`config.mk`:
```
export PLATFORM = sky130hd
export DESIGN_NAME = ddr_burst_port
export DESIGN_NICKNAME = d
export VERILOG_FILES = /design/src/design/ddr_burst_pkg.sv /design/src/design/ddr_burst_port.sv
export SDC_FILE = /design/constraint.sdc
export NUM_CORES = 1
export LEC_CHECK = 0
export BUFFER_PORTS_ARGS = -buffer_cell sky130_fd_sc_hd__buf_2
export CORE_MARGIN = 8
export CORE_UTILIZATION = 59
export CTS_BUF_LIST = sky130_fd_sc_hd__clkbuf_8
export DETAILED_ROUTE_END_ITERATION = 12
export PLACE_DENSITY = 0.81
export REMOVE_ABC_BUFFERS = 1
export SLEW_MARGIN = 20
export SYNTH_ARGS = -nofsm -noshare
export SYNTH_HDL_FRONTEND = slang
export SYNTH_HIERARCHICAL = 1
export SYNTH_SLANG_ARGS = --single-unit
```
`constraint.sdc`:
```
create_clock -name core_clk -period 4.9 [get_ports core_clk]
set_clock_uncertainty 0.2 [all_clocks]
set_input_delay 0 -clock core_clk [delete_from_list [all_inputs] [get_ports core_clk]]
set_output_delay 0 -clock core_clk [all_outputs]
set_load 0.02 [all_outputs]
```
`src/design/ddr_burst_pkg.sv`:
```
package ddr_burst_pkg;
  localparam int DATA_W = 18;
  localparam int LANE_W = 9;
  localparam int LANES = 2;
  localparam int ADDR_W = 4;
  localparam int BURST_LEN = 2;
  localparam int FIFO_DEPTH = 8;
  localparam int FIRST_BEAT = 0;
  localparam int SECOND_BEAT = 1;
  localparam logic RST_OE = 1'b0;
  localparam logic RST_VALID = 1'b0;
  localparam logic RST_ECHO = 1'b0;
  localparam logic DIR_READ = 1'b1;
  typedef enum logic [1:0] {IDLE, BEAT0, BEAT1} beat_t;
endpackage : ddr_burst_pkg

```
`src/design/ddr_burst_port.sv`:
```
`timescale 1ns/1ns

// ----------------------------------------
// write burst queue
// ----------------------------------------
module burst_fifo #(
  parameter int WIDTH = 8,
  parameter int DEPTH = 8
) (
  input wire logic core_clk,             // clock
  input wire logic rst_n,                // async reset
  input wire logic inValid,              // push request
  output logic inReady,                  // room for one
  output logic nearFull,                 // at most one slot left
  input wire logic [WIDTH-1:0] inData,   // pushed word
  output logic outValid,                 // entry present
  input wire logic outReady,             // pop request
  output logic [WIDTH-1:0] outData       // head entry
);
  localparam int PW = $clog2(DEPTH);
  logic [WIDTH-1:0] store [DEPTH];
  logic [PW-1:0] wrPtr;
  logic [PW-1:0] rdPtr;
  logic [PW:0] count;
  wire push = inValid && inReady;
  wire pop = outValid && outReady;
  wire [PW:0] next_count = count + {{PW{1'b0}}, push} - {{PW{1'b0}}, pop};

  assign outValid = (count != '0);
  assign outData = store[rdPtr];

  always_ff @(posedge core_clk or negedge rst_n) begin
    if (!rst_n) begin
      wrPtr <= '0;
      rdPtr <= '0;
      count <= '0;
      inReady <= 1'b1;
      nearFull <= 1'b0;
    end else begin
      if (push) wrPtr <= (wrPtr == PW'(DEPTH - 1)) ? '0 : wrPtr + 1'b1;
      if (pop) rdPtr <= (rdPtr == PW'(DEPTH - 1)) ? '0 : rdPtr + 1'b1;
      count <= next_count;
      inReady <= (next_count != (PW+1)'(DEPTH));
      nearFull <= (next_count >= (PW+1)'(DEPTH - 1));
    end
  end

  always_ff @(posedge core_clk) begin
    if (push) store[wrPtr] <= inData;
  end
endmodule : burst_fifo

// ----------------------------------------
// burst-of-two port
// ----------------------------------------
module ddr_burst_port
  import ddr_burst_pkg::*;
#(
  parameter int DW = DATA_W,
  parameter int LW = LANE_W,
  parameter int NL = LANES,
  parameter int AW = ADDR_W,
  parameter int QD = FIFO_DEPTH
) (
  input wire logic core_clk,                     // clock
  input wire logic rst_n,                        // async reset, low
  input wire logic load_strobe_n,                // transaction load, low
  input wire logic readWriteSel,                 // 1 read, 0 write
  input wire logic [AW-1:0] addr,                // burst address
  input wire logic [NL-1:0] byte_write_select_n, // lane enables, low
  input wire logic [DW-1:0] dqIn,                // bus level seen
  output logic [DW-1:0] dqOut,                   // bus drive value
  output logic dqOe,                             // bus drive enable
  output logic output_valid_flag,                // read data valid
  output logic echo_timing_output,               // echo clock
  output logic writeReady                        // write load may go
);
  localparam int EW = AW + 2 * DW + 2 * NL;
  localparam int MW = AW + 1;

  beat_t state;
  logic dir;
  logic [AW-1:0] burstAddr;
  logic [DW-1:0] firstWord;
  logic [NL-1:0] firstSel;
  logic [DW-1:0] mem [2**MW];

  logic fifoReady;
  logic fifoNear;
  logic qValid;
  logic [EW-1:0] qData;

  // ----------------------------------------
  // load and beat decode
  // ----------------------------------------
  wire canLoad = (state == IDLE) || (state == BEAT1);
  wire isRead = (readWriteSel == DIR_READ);
  wire writeBlocked = !fifoReady || (state == BEAT1 && !dir && fifoNear);
  wire loadAccept = canLoad && !load_strobe_n && (isRead || !writeBlocked);
  wire wrBeat0 = (state == BEAT0) && !dir;
  wire wrBeat1 = (state == BEAT1) && !dir;
  wire rdBeat0 = (state == BEAT0) && dir;
  wire readNext = (loadAccept && isRead) || rdBeat0;
  wire [MW-1:0] rdIdx = rdBeat0 ? {burstAddr, 1'(SECOND_BEAT)} : {addr, 1'(FIRST_BEAT)};
  wire [EW-1:0] pushData = {burstAddr, firstWord, firstSel, dqIn, byte_write_select_n};
  wire drain = qValid && !rdBeat0 && !(loadAccept && isRead);

  wire [AW-1:0] qAddr = qData[EW-1 -: AW];
  wire [DW-1:0] qWord0 = qData[2*NL+2*DW-1 -: DW];
  wire [NL-1:0] qSel0 = qData[2*NL+DW-1 -: NL];
  wire [DW-1:0] qWord1 = qData[NL+DW-1 -: DW];
  wire [NL-1:0] qSel1 = qData[NL-1:0];

  burst_fifo #(.WIDTH(EW), .DEPTH(QD)) u_queue (
    .core_clk(core_clk),
    .rst_n(rst_n),
    .inValid(wrBeat1),
    .inReady(fifoReady),
    .nearFull(fifoNear),
    .inData(pushData),
    .outValid(qValid),
    .outReady(drain),
    .outData(qData)
  );

  // ----------------------------------------
  // sequencer
  // ----------------------------------------
  always_ff @(posedge core_clk or negedge rst_n) begin
    if (!rst_n) begin
      state <= IDLE;
      dir <= 1'b0;
      burstAddr <= '0;
    end else begin
      case (state)
        IDLE, BEAT1: state <= loadAccept ? BEAT0 : IDLE;
        BEAT0: state <= BEAT1;
        default: state <= IDLE;
      endcase
      if (loadAccept) begin
        dir <= isRead;
        burstAddr <= addr;
      end
    end
  end

  // first write word held until the second arrives
  always_ff @(posedge core_clk or negedge rst_n) begin
    if (!rst_n) begin
      firstWord <= '0;
      firstSel <= '1;
    end else if (wrBeat0) begin
      firstWord <= dqIn;
      firstSel <= byte_write_select_n;
    end
  end

  // ----------------------------------------
  // array, lane-masked drain
  // ----------------------------------------
  always_ff @(posedge core_clk) begin
    if (drain) begin
      for (int l = 0; l < NL; l++) begin
        if (!qSel0[l]) mem[{qAddr, 1'(FIRST_BEAT)}][l*LW +: LW] <= qWord0[l*LW +: LW];
        if (!qSel1[l]) mem[{qAddr, 1'(SECOND_BEAT)}][l*LW +: LW] <= qWord1[l*LW +: LW];
      end
    end
  end

  // ----------------------------------------
  // output drive
  // ----------------------------------------
  always_ff @(posedge core_clk or negedge rst_n) begin
    if (!rst_n) begin
      dqOut <= '0;
      dqOe <= RST_OE;
      output_valid_flag <= RST_VALID;
      echo_timing_output <= RST_ECHO;
      writeReady <= 1'b0;
    end else begin
      dqOut <= readNext ? mem[rdIdx] : '0;
      dqOe <= readNext;
      output_valid_flag <= readNext;
      echo_timing_output <= !echo_timing_output;
      writeReady <= fifoReady && !fifoNear;
    end
  end
endmodule : ddr_burst_port

```
* Yosys cells after proc, flatten, opt, wreduce, memory -nomap -nowiden *
Memory sizes are Yosys's and may differ from the RTL's.
Index checks and enable logic that the tools add are counted.

word-level totals
  register bits = 60
  bits of input ports = 28
  bits in writable memories = 928
  output and inout bits = 22
  ROM bits = 0
  memories kept = 2
  word-level logic and storage cells = 73
  bits in latches = 0

cells by class
  muxes and demuxes = 20
  equal/unequal tests = 5
  add/sub/neg operators = 4
  reduce and logical (&&, ||, !) cells = 27
  bitwise operators = 0
  shift-type cells = 0
  divide/modulo/power cells = 0
  $lt $le $gt $ge = 1
  $mul = 0

memory list
  name           words  bits a word  rd ports  clocked after memory_dff  wr ports  RTL line              text
  mem            32     18           1         0                         2         ddr_burst_port.sv:86  logic [DW-1:0] mem [2**MW];
  u_queue.store  8      44           1         0                         1         ddr_burst_port.sv:21  logic [WIDTH-1:0] store [DEPTH];

operators by type and width
  operator             count
  $mux 18              1
  $mux 1               15
  $logic_and 1x1->1    12
  $logic_not 1->1      8
  $add 3x1->3 const B  2
  $eq 3x3->1 const B   2
  $mux 3               2
  $mux 5               1
  $add 4x1->4          1
  $ge 4x3->1 const B   1
  $logic_or 1x1->1     4
  $ne 4x4->1 const B   1
  $pmux 2 s2           1
  $reduce_bool 4->1    1
  $sub 4x1->4          1
  $eq 2x1->1 const B   1
  $eq 2x2->1 const B   1
  $logic_not 2->1      1
  $reduce_or 2->1      1

* Logic depth before layout (Yosys ltp) *
Gate-level depths: netlist of the first run.

  depth after elaboration = 13
  gate-level depth with buffers = 15
  depth with buffers taken out = 15

* Modules after synthesis *
Netlist of the first run, hierarchy kept.

by module, submodules not included
  module          area each (um^2)  cells each  sequential area each (um^2)  instances
  ddr_burst_port  25,015.2          1,340       18,500.2                     1
  burst_fifo      13,899.6          575         10,871.7                     1

* Worst setup path before layout of the first run *
No wires, ideal clock.

  path kind = register to register
  start point = register state[0]
  end point = memory u_queue/store[0][0] (netlist name), enable pin
  cell stages (with the launch flop) = 6
  setup slack = -0.094 ns
  path buffers = 1
  data arrival time = 4.294 ns
  cell sequence = dfrtp_1 > buf_6 > nor3b_1 > nand2_1 > or2_2 > nor3_1

between the ends
  longest elaborated chain between the ends = 5

RTL lines
  item                          RTL line               text
  start, declared               ddr_burst_port.sv:81   beat_t state;
  start signal, assigned        ddr_burst_port.sv:136  IDLE, BEAT1: state <= loadAccept ? BEAT0 : IDLE;
  $eq 2x2->1                    ddr_burst_port.sv:101  wire wrBeat1 = (state == BEAT1) && !dir;
  $logic_and 1x1->1             ddr_burst_port.sv:101
  net wrBeat1                   ddr_burst_port.sv:101
  $logic_and 1x1->1             ddr_burst_port.sv:25   wire push = inValid && inReady;
  $mux 1                        ddr_burst_port.sv:49   if (push) store[wrPtr] <= inData;
  $mux 1 (implied by the code)  ddr_burst_port.sv:49
  end, declared                 ddr_burst_port.sv:21

The timed path passes the listed nets, and every way through them passes these cells.

==> results of run 1 <==
[registers in the layout, indices dropped and copies added (netlist names), 2 cells and up]
name	flops
burstAddr	4
dqOut	18
firstSel	2
firstWord	18
mem	576
state	2
u_queue/count	4
u_queue/rdPtr	3
u_queue/store	352
u_queue/wrPtr	3
[layout by cell type (no fill, tap or decap), drive strengths merged, types with 2 or more instances in the layout]
master	instances
edfxtp	928
mux4	197
clkbuf	157
mux2	91
buf	89
nor2	75
nand2	70
inv	64
dfrtp	57
dlygate4sd3	56
a211oi	54
clkinv	51
nand2b	37
a21oi	35
and3	34
o2111a	34
mux2i	22
nor3	21
a22oi	17
a221o	17
o32ai	17
nor4	17
nand3	9
ha	9
nor2b	7
clkinvlp	7
or2	7
o21ai	5
bufinv	3
dfstp	3
diode	2
and4b	2
a21o	2
and2	2
nor3b	2
or3b	2
[worst paths after layout]
path / startpoint / to / slack [ps] / cells past startpoint
worst max-delay path: u_queue/rdPtr[1] / mem[29][7] / 1020 / 5
worst min-delay path: echo_timing_output / echo_timing_output / 220 / 1
worst max register to register: u_queue/rdPtr[1] / mem[29][7] / 1020 / 5
worst min register to register: echo_timing_output / echo_timing_output / 220 / 1
max in group asynchronous: rst_n / u_queue/rdPtr[1] / 2900 / 6
min in group asynchronous: rst_n / dqOut[6] / 570 / 5
[through the flow]
stage | TNS (ps) | utilization [%] | hold WS [ps]
final | 0 | 66.2 | 222
after global routing | 0 | 66.2 | 257
after CTS | 0 | 66.2 | 168
after detailed placement | 0 | 61.1 | -284
after global placement | 0 | 61.1 | -288
after floorplan | -535390 | - | -496
[power groups by stage]
stage / Clock (mW) / Combinational, mW / Sequential [mW]
2_1_floorplan: 0 / 3.43 / 12.6
3_3_place_gp: 0 / 5.53 / 12.5
3_5_place_dp: 0 / 5.76 / 12.6
4_1_cts: 6.30 / 5.83 / 12.4
5_1_grt: 6.65 / 6.18 / 12.5
6_report: 6.21 / 5.92 / 12.4
[cell type report]
| type | count | area, µm² | area share, % |
|---|---|---|---|
| sequential | 988 | 29400 | 67.8 |
| multi-input combinational | 797 | 8940 | 20.6 |
| clock buffer | 157 | 2160 | 4.98 |
| timing repair buffer | 145 | 1150 | 2.66 |
| tap | 864 | 1080 | 2.49 |
| clock inverter | 113 | 581 | 1.34 |
| inverter | 12 | 45.0 | 0.104 |
| antenna | 2 | 5.00 | 0.0115 |
[critical path: stages (launching register included)]
cell and delay, ps:
dfrtp_4 760, mux4_2 580, mux2_4 330, nor2b_1 280, nand3_1 460, nor2_1 870
[cells by family after synthesis]
| group | after synthesis | share of synthesized area [%] |
|---|---|---|
| mux | 310 | 14.7 |
| fa+ha+maj | 10 | 0.341 |
| xor+xnor | 1 | 0.0225 |
| compound gates | 186 | 4.00 |
| simple gates | 290 | 3.75 |
| buf+inv | 130 | 1.75 |
| flops | 988 | 75.5 |
[layer usage]
metal | vias to the layer above | track usage [%] | part of all wire [%]
met2 | 1206 | 36.2 | 48
li1 | 8302 | - | -
met4 | 0 | 10.2 | 3.9
met1 | 10300 | 31.8 | 38
met3 | 212 | 5.34 | 11
met5 | - | 0 | 0
==> impl_metrics.json, run 1 <==
{
  "p_leak_nw": 14.4,
  "first_pass_iters": 8,
  "syn_avg_cell_area_um2": 20.3,
  "grt-ovfl-total": 0,
  "min_path_type": "flop to flop",
  "io_buffers": 49,
  "nets": 2129,
  "core_um2": 65500,
  "seq_power_share_pct": 50.6,
  "ys_ff_latch": 988,
  "numClockSinks": 988,
  "antenna_found_initial": 2,
  "dominantRegCellSynth": "edfxtp_1",
  "syn_area_um2": 38900,
  "max_freq_ghz": 0.258,
  "clkLatencyLatePin_ps": 810,
  "cap_violations": 0,
  "grt_pass1_vias": 20400,
  "ys_seq_area_share_pct": 75.5,
  "cts_root_buf": "clkbuf_8",
  "synth_warnings": 6,
  "layout-drive-gt1-share_pct": 27.6,
  "fin_area_um2": 43400,
  "worstPathArrival_ps": 4080,
  "powerDensity_nw_per_um2": 566,
  "netlist_top_cells_count": "928 x edfxtp_1, 197 x mux4_2, 86 x mux2_2, 75 x nor2_1, 70 x nand2_1",
  "vias_per_cell": 6.51,
  "synth-edff-count": 928,
  "postCtsSetupBuffers": 0,
  "syn_inst": 1915,
  "synth_most_common_cell": "edfxtp_1",
  "total_power_mw": 24.5,
  "p_int_mw": 16.8,
  "finalSetupViolations": 0,
  "cts_made_buffers": 147,
  "cts_buffer_depth": 3,
  "drc_errors": 0,
  "critPathRequiredTime_ps": 5110,
  "syn_to_final_growth_pct": 11.4,
  "worst_setup_path_start_kind": "flop",
  "critPathCaptureType": "flop",
  "p_comb_share_pct": 24.1,
  "place_area_um2": 40000,
  "synth_top_area_share_pct": 71.6,
  "routed_wl_um": 86600,
  "die_area_um2": 74400,
  "wl_per_cell_um": 28.1,
  "maxSlewHeadroom_pct": 24.2,
  "vias": 20000,
  "dp.cells": 2749,
  "grt_start_max_net_pins": 90,
  "critical_path.max_fanout": 27,
  "track_usage_pct": 23.3,
  "die_y_um": 273,
  "hold_viol": 0,
  "io-pin-count": 50,
  "outcome": "complete, no violations",
  "pwr-share-clk_pct": 25.3,
  "slew_viol_final": 0,
  "initial_core_util_pct": 59.4,
  "ir_worst_vdd_mv": 0.293,
  "cts.reportedPaths.clkPinSlew_ps": 60,
  "fin_ws_ps": 1020,
  "cts_tree": "yes",
  "cts-resized-gates": 0,
  "period_minus_slack_ps": 3880,
  "gp_congestion": 0.899,
  "timing.final.crit_share_pct": 79.2,
  "stdcell_count": 3078,
  "drtIter0Drc": 2851,
  "hpwl_um": 53600,
  "yosysTopAreaCell": "edfxtp_1",
  "htree_levels": 4,
  "p_sw_mw": 7.72,
  "rows": 94,
  "postCtsHoldBufs": 57,
  "die_w_um": 273,
  "drtAntennaViolNets": 0,
  "n_fill_cell": 3989,
  "yosys-top-cells-area": "edfxtp_1 72%, mux4_2 11%, dfrtp_1 3.7%",
  "rsz0062_at_grt": "false",
  "ys_async_sr_fraction_pct": 6.07,
  "post-place-ws_ps": 1000,
  "grt_pass1_wl_um": 128000,
  "yosysUniqueCellTypes": 53,
  "tightestPinTransition_ps": 1130,
  "critPathKind": "flop to flop",
  "sw_frac_of_total_pct": 31.5
}
Note: power is estimated with default switching activity, not from simulation.
==> run 2: changes to the inputs <==
--- a/config.mk
+++ b/config.mk
@@ -5,12 +5,13 @@
 export SDC_FILE = /design/constraint.sdc
 export NUM_CORES = 1
 export LEC_CHECK = 0
+export ABC_AREA = 1
 export BUFFER_PORTS_ARGS = -buffer_cell sky130_fd_sc_hd__buf_2
 export CORE_MARGIN = 8
-export CORE_UTILIZATION = 59
+export CORE_UTILIZATION = 60
 export CTS_BUF_LIST = sky130_fd_sc_hd__clkbuf_8
 export DETAILED_ROUTE_END_ITERATION = 12
-export PLACE_DENSITY = 0.81
+export PLACE_DENSITY = 0.79
 export REMOVE_ABC_BUFFERS = 1
 export SLEW_MARGIN = 20
 export SYNTH_ARGS = -nofsm -noshare
==> constraint.sdc (replaced) <==
create_clock -name core_clk -period 4 [get_ports core_clk]
set_clock_uncertainty 0.2 [all_clocks]
set_input_delay 0 -clock core_clk [delete_from_list [all_inputs] [get_ports core_clk]]
set_output_delay 0 -clock core_clk [all_outputs]
set_load 0.02 [all_outputs]
==> run 2 against run 1 <==
Compared with the run above: worst hold slack worse by 70 ps; clock power up 28%; global-route usage is 2.8 points higher; combinational power is 66% higher; cell count is 77% higher; core utilization rose by 1.2 points; clock-buffer cell count up 7; final area up 11%; sequential power up 24%; sequential share of layout area decreased by 6.5 points; largest cell class unchanged; highest routed layer unchanged.
==> impl_metrics.json, run 2 <==
{
  "outcome": "complete, no violations",
  "total_power_mw": 33.1,
  "mostFrequentLayoutCells": "1433 x nand2_1, 928 x edfxtp_1, 737 x inv_1",
  "cts_tree": "yes",
  "r2r_end": "burstAddr[3]",
  "ir_worst_vdd_mv": 0.476,
  "first_pass_iters": 6,
  "dominantRegCellSynth": "edfxtp_1",
  "p_int_mw": 21.0,
  "ys_ff_latch": 988,
  "postCtsSetupBuffers": 0,
  "io-pin-count": 50,
  "hold_viol": 0,
  "synth_warnings": 6,
  "reg_top3": "mem x576, u_queue/store x352",
  "track_usage_pct": 26.1,
  "wl_per_cell_um": 19.5,
  "nets": 4410,
  "min_path_type": "input pin to async pin",
  "period_minus_slack_ps": 3520,
  "numClockSinks": 988,
  "multiInputGateArea_um2": 9990,
  "largest_reg_flops": 576,
  "critical_path.max_fanout": 29,
  "cts_buffer_depth": 3,
  "p_sw_mw": 12.1,
  "htree_levels": 4,
  "layout-drive-gt1-share_pct": 9.70,
  "clkLatencyLatePin_ps": 800,
  "pwr-share-clk_pct": 23.9,
  "worst_setup_path_start_kind": "flop",
  "finalSetupViolations": 0,
  "grt_pass1_wl_um": 164000,
  "synth_most_common_cell": "nand2_1",
  "cts.reportedPaths.clkPinSlew_ps": 60,
  "synth_xor_area_share_pct": 0.0203,
  "syn_to_final_growth_pct": 11.5,
  "grt_start_max_net_pins": 183,
  "syn_inst": 4194,
  "synth_compound_gate_area_share_pct": 1.78,
  "cp-endpoint": "burstAddr[3]",
  "synth_top_area_share_pct": 64.7,
  "yosysTopAreaCell": "edfxtp_1",
  "io_buffers": 49,
  "yosysUniqueCellTypes": 35,
  "timing.final.crit_share_pct": 87.9,
  "slew_viol_final": 0,
  "routed_wl_um": 106000,
  "drtIter0Drc": 3690,
  "synth_fa_ha_area_share_pct": 0.308,
  "critPathRequiredTime_ps": 4470,
  "antenna_found_initial": 2,
  "die_area_um2": 80600,
  "stdcell_count": 5447,
  "rsz0062_at_grt": "false",
  "vias": 29700,
  "worst-r2r-setup-slack_ps": 480,
  "ys_seq_area_share_pct": 68.2,
  "seq_power_share_pct": 46.5,
  "synth-edff-count": 928,
  "drtAntennaViolNets": 0,
  "syn_area_um2": 43000,
  "cap_violations": 0,
  "grt-ovfl-total": 0,
  "yosys-top-cells-area": "edfxtp_1 65%, nand2_1 13%, inv_1 6.0%",
  "vias_per_cell": 5.45,
  "die_w_um": 284,
  "drc_errors": 0,
  "max_freq_ghz": 0.284,
  "powerDensity_nw_per_um2": 691,
  "dp.cells": 5104,
  "top_register": "mem",
  "muxShareOfSynthArea_pct": 0.523,
  "sw_frac_of_total_pct": 36.5,
  "regArea_um2": 29400,
  "worstPathArrival_ps": 3980,
  "initial_core_util_pct": 60.4,
  "rr_worst_depth": 7,
  "synth_simple_gate_area_share_pct": 20.4,
  "critPathKind": "flop to flop",
  "ys_async_sr_fraction_pct": 6.07,
  "syn_avg_cell_area_um2": 10.3,
  "final_common_cell": "nand2_1",
  "maxSlewHeadroom_pct": 18.7,
  "core_um2": 71200,
  "synth_top_family_by_area": "simple AND/OR/NAND/NOR gates",
  "gp_congestion": 0.878,
  "tightestPinTransition_ps": 1220,
  "grt_pass1_vias": 29000,
  "worstReg2RegStart": "dir",
  "p_comb_share_pct": 29.6,
  "netlist_top_cells_count": "1435 x nand2_1, 928 x edfxtp_1, 684 x inv_1, 445 x nand3_1, 175 x nor2_1",
  "die_y_um": 284,
  "cts_root_buf": "clkbuf_8",
  "rows": 98,
  "startpoint": "dir",
  "p_leak_nw": 21.2,
  "cts_made_buffers": 151,
  "critPathCaptureType": "flop",
  "n_fill_cell": 4988,
  "hpwl_um": 59800
}
## run 2: changes by cell type after synthesis, sizes merged, moves of 33 or more
cell,change
or2,+44
a211oi,-54
nand3,+437
o2111a,-34
nor2,+102
nand2b,-37
a21oi,-33
inv,+681
and3,-34
buf,+101
mux2,-71
mux4,-197
nand2,+1367
o21ai,+127
## run 2: worst min-delay path by stage
stage | endpoint | cells past startpoint | slack [ps] | from
after floorplan | burstAddr[0] | 0 | -500 | rst_n
after global placement | firstWord[17] | 1 | -90 | rst_n
after detailed placement | firstWord[17] | 1 | -90 | rst_n
after CTS | firstSel[1] | 3 | 90 | rst_n
after global routing | firstSel[1] | 3 | 130 | rst_n
final | firstSel[1] | 3 | 150 | rst_n
## run 2: stage by stage
step                      util, %  hold slack, ps  worst slack [ps]   TNS, ps  instance area, µm²
after floorplan                 -            -496             -3530  -2770220               41900
after global placement       62.4           -93.8               869         0               44400
after detailed placement     62.4           -91.2               773         0               44400
after CTS                    67.3            88.1               569         0               48000
after global routing         67.4             131               294         0               48000
final                        67.4             152               482         0               48000
## run 2: critical path: stages, from the launching register on
cell and delay [ps]:
dfrtp_4 640, nor3_1 620, a21oi_1 300, o21a_1 350
nand2_1 80, dlygate4sd3_1 540, o21ai_0 90, dlygate4sd3_1 580
## run 2: cell families after synthesis
family | count (synthesis)
AND/OR/NAND/NOR | 2132
flip-flops | 988
buffers and inverters | 899
AO/OA/AOI/OAI | 144
multiplexers | 20
adder cells (fa/ha/maj) | 10
XOR/XNOR | 1
## run 2: area by class of cell
class / count / area share, %
multi-input combinational: 2307 / 20.8
sequential: 988 / 61.2
timing repair buffer: 232 / 4.04
tap: 950 / 2.48
antenna: 2 / 0.0104
clock inverter: 112 / 1.29
clock buffer: 164 / 4.70
inverter: 692 / 5.42
## run 2: power by group through the flow
stage	clock network [mW]	logic [mW]	registers [mW]
after floorplan	0	5.10	15.6
after global placement	0	9.21	15.6
after detailed placement	0	9.41	15.6
after CTS	8.02	9.54	15.4
after global routing	8.48	10.5	15.5
final	7.92	9.81	15.4
## run 2: repair_timing
action,in CTS,in global routing
endpoints found under the hold margin,268,0
endpoints found under the setup margin,0,0
hold buffers,65,0
gates resized for setup,0,0
## run 2: routing by layer
metal / vias up / routed length (µm) / track usage [%]
li1: 13800 / - / -
met2: 1798 / 50000 / 41.8
met4: 0 / 3730 / 10.9
met3: 282 / 11800 / 5.74
met1: 13800 / 40500 / 34.5
met5: - / 0 / 0
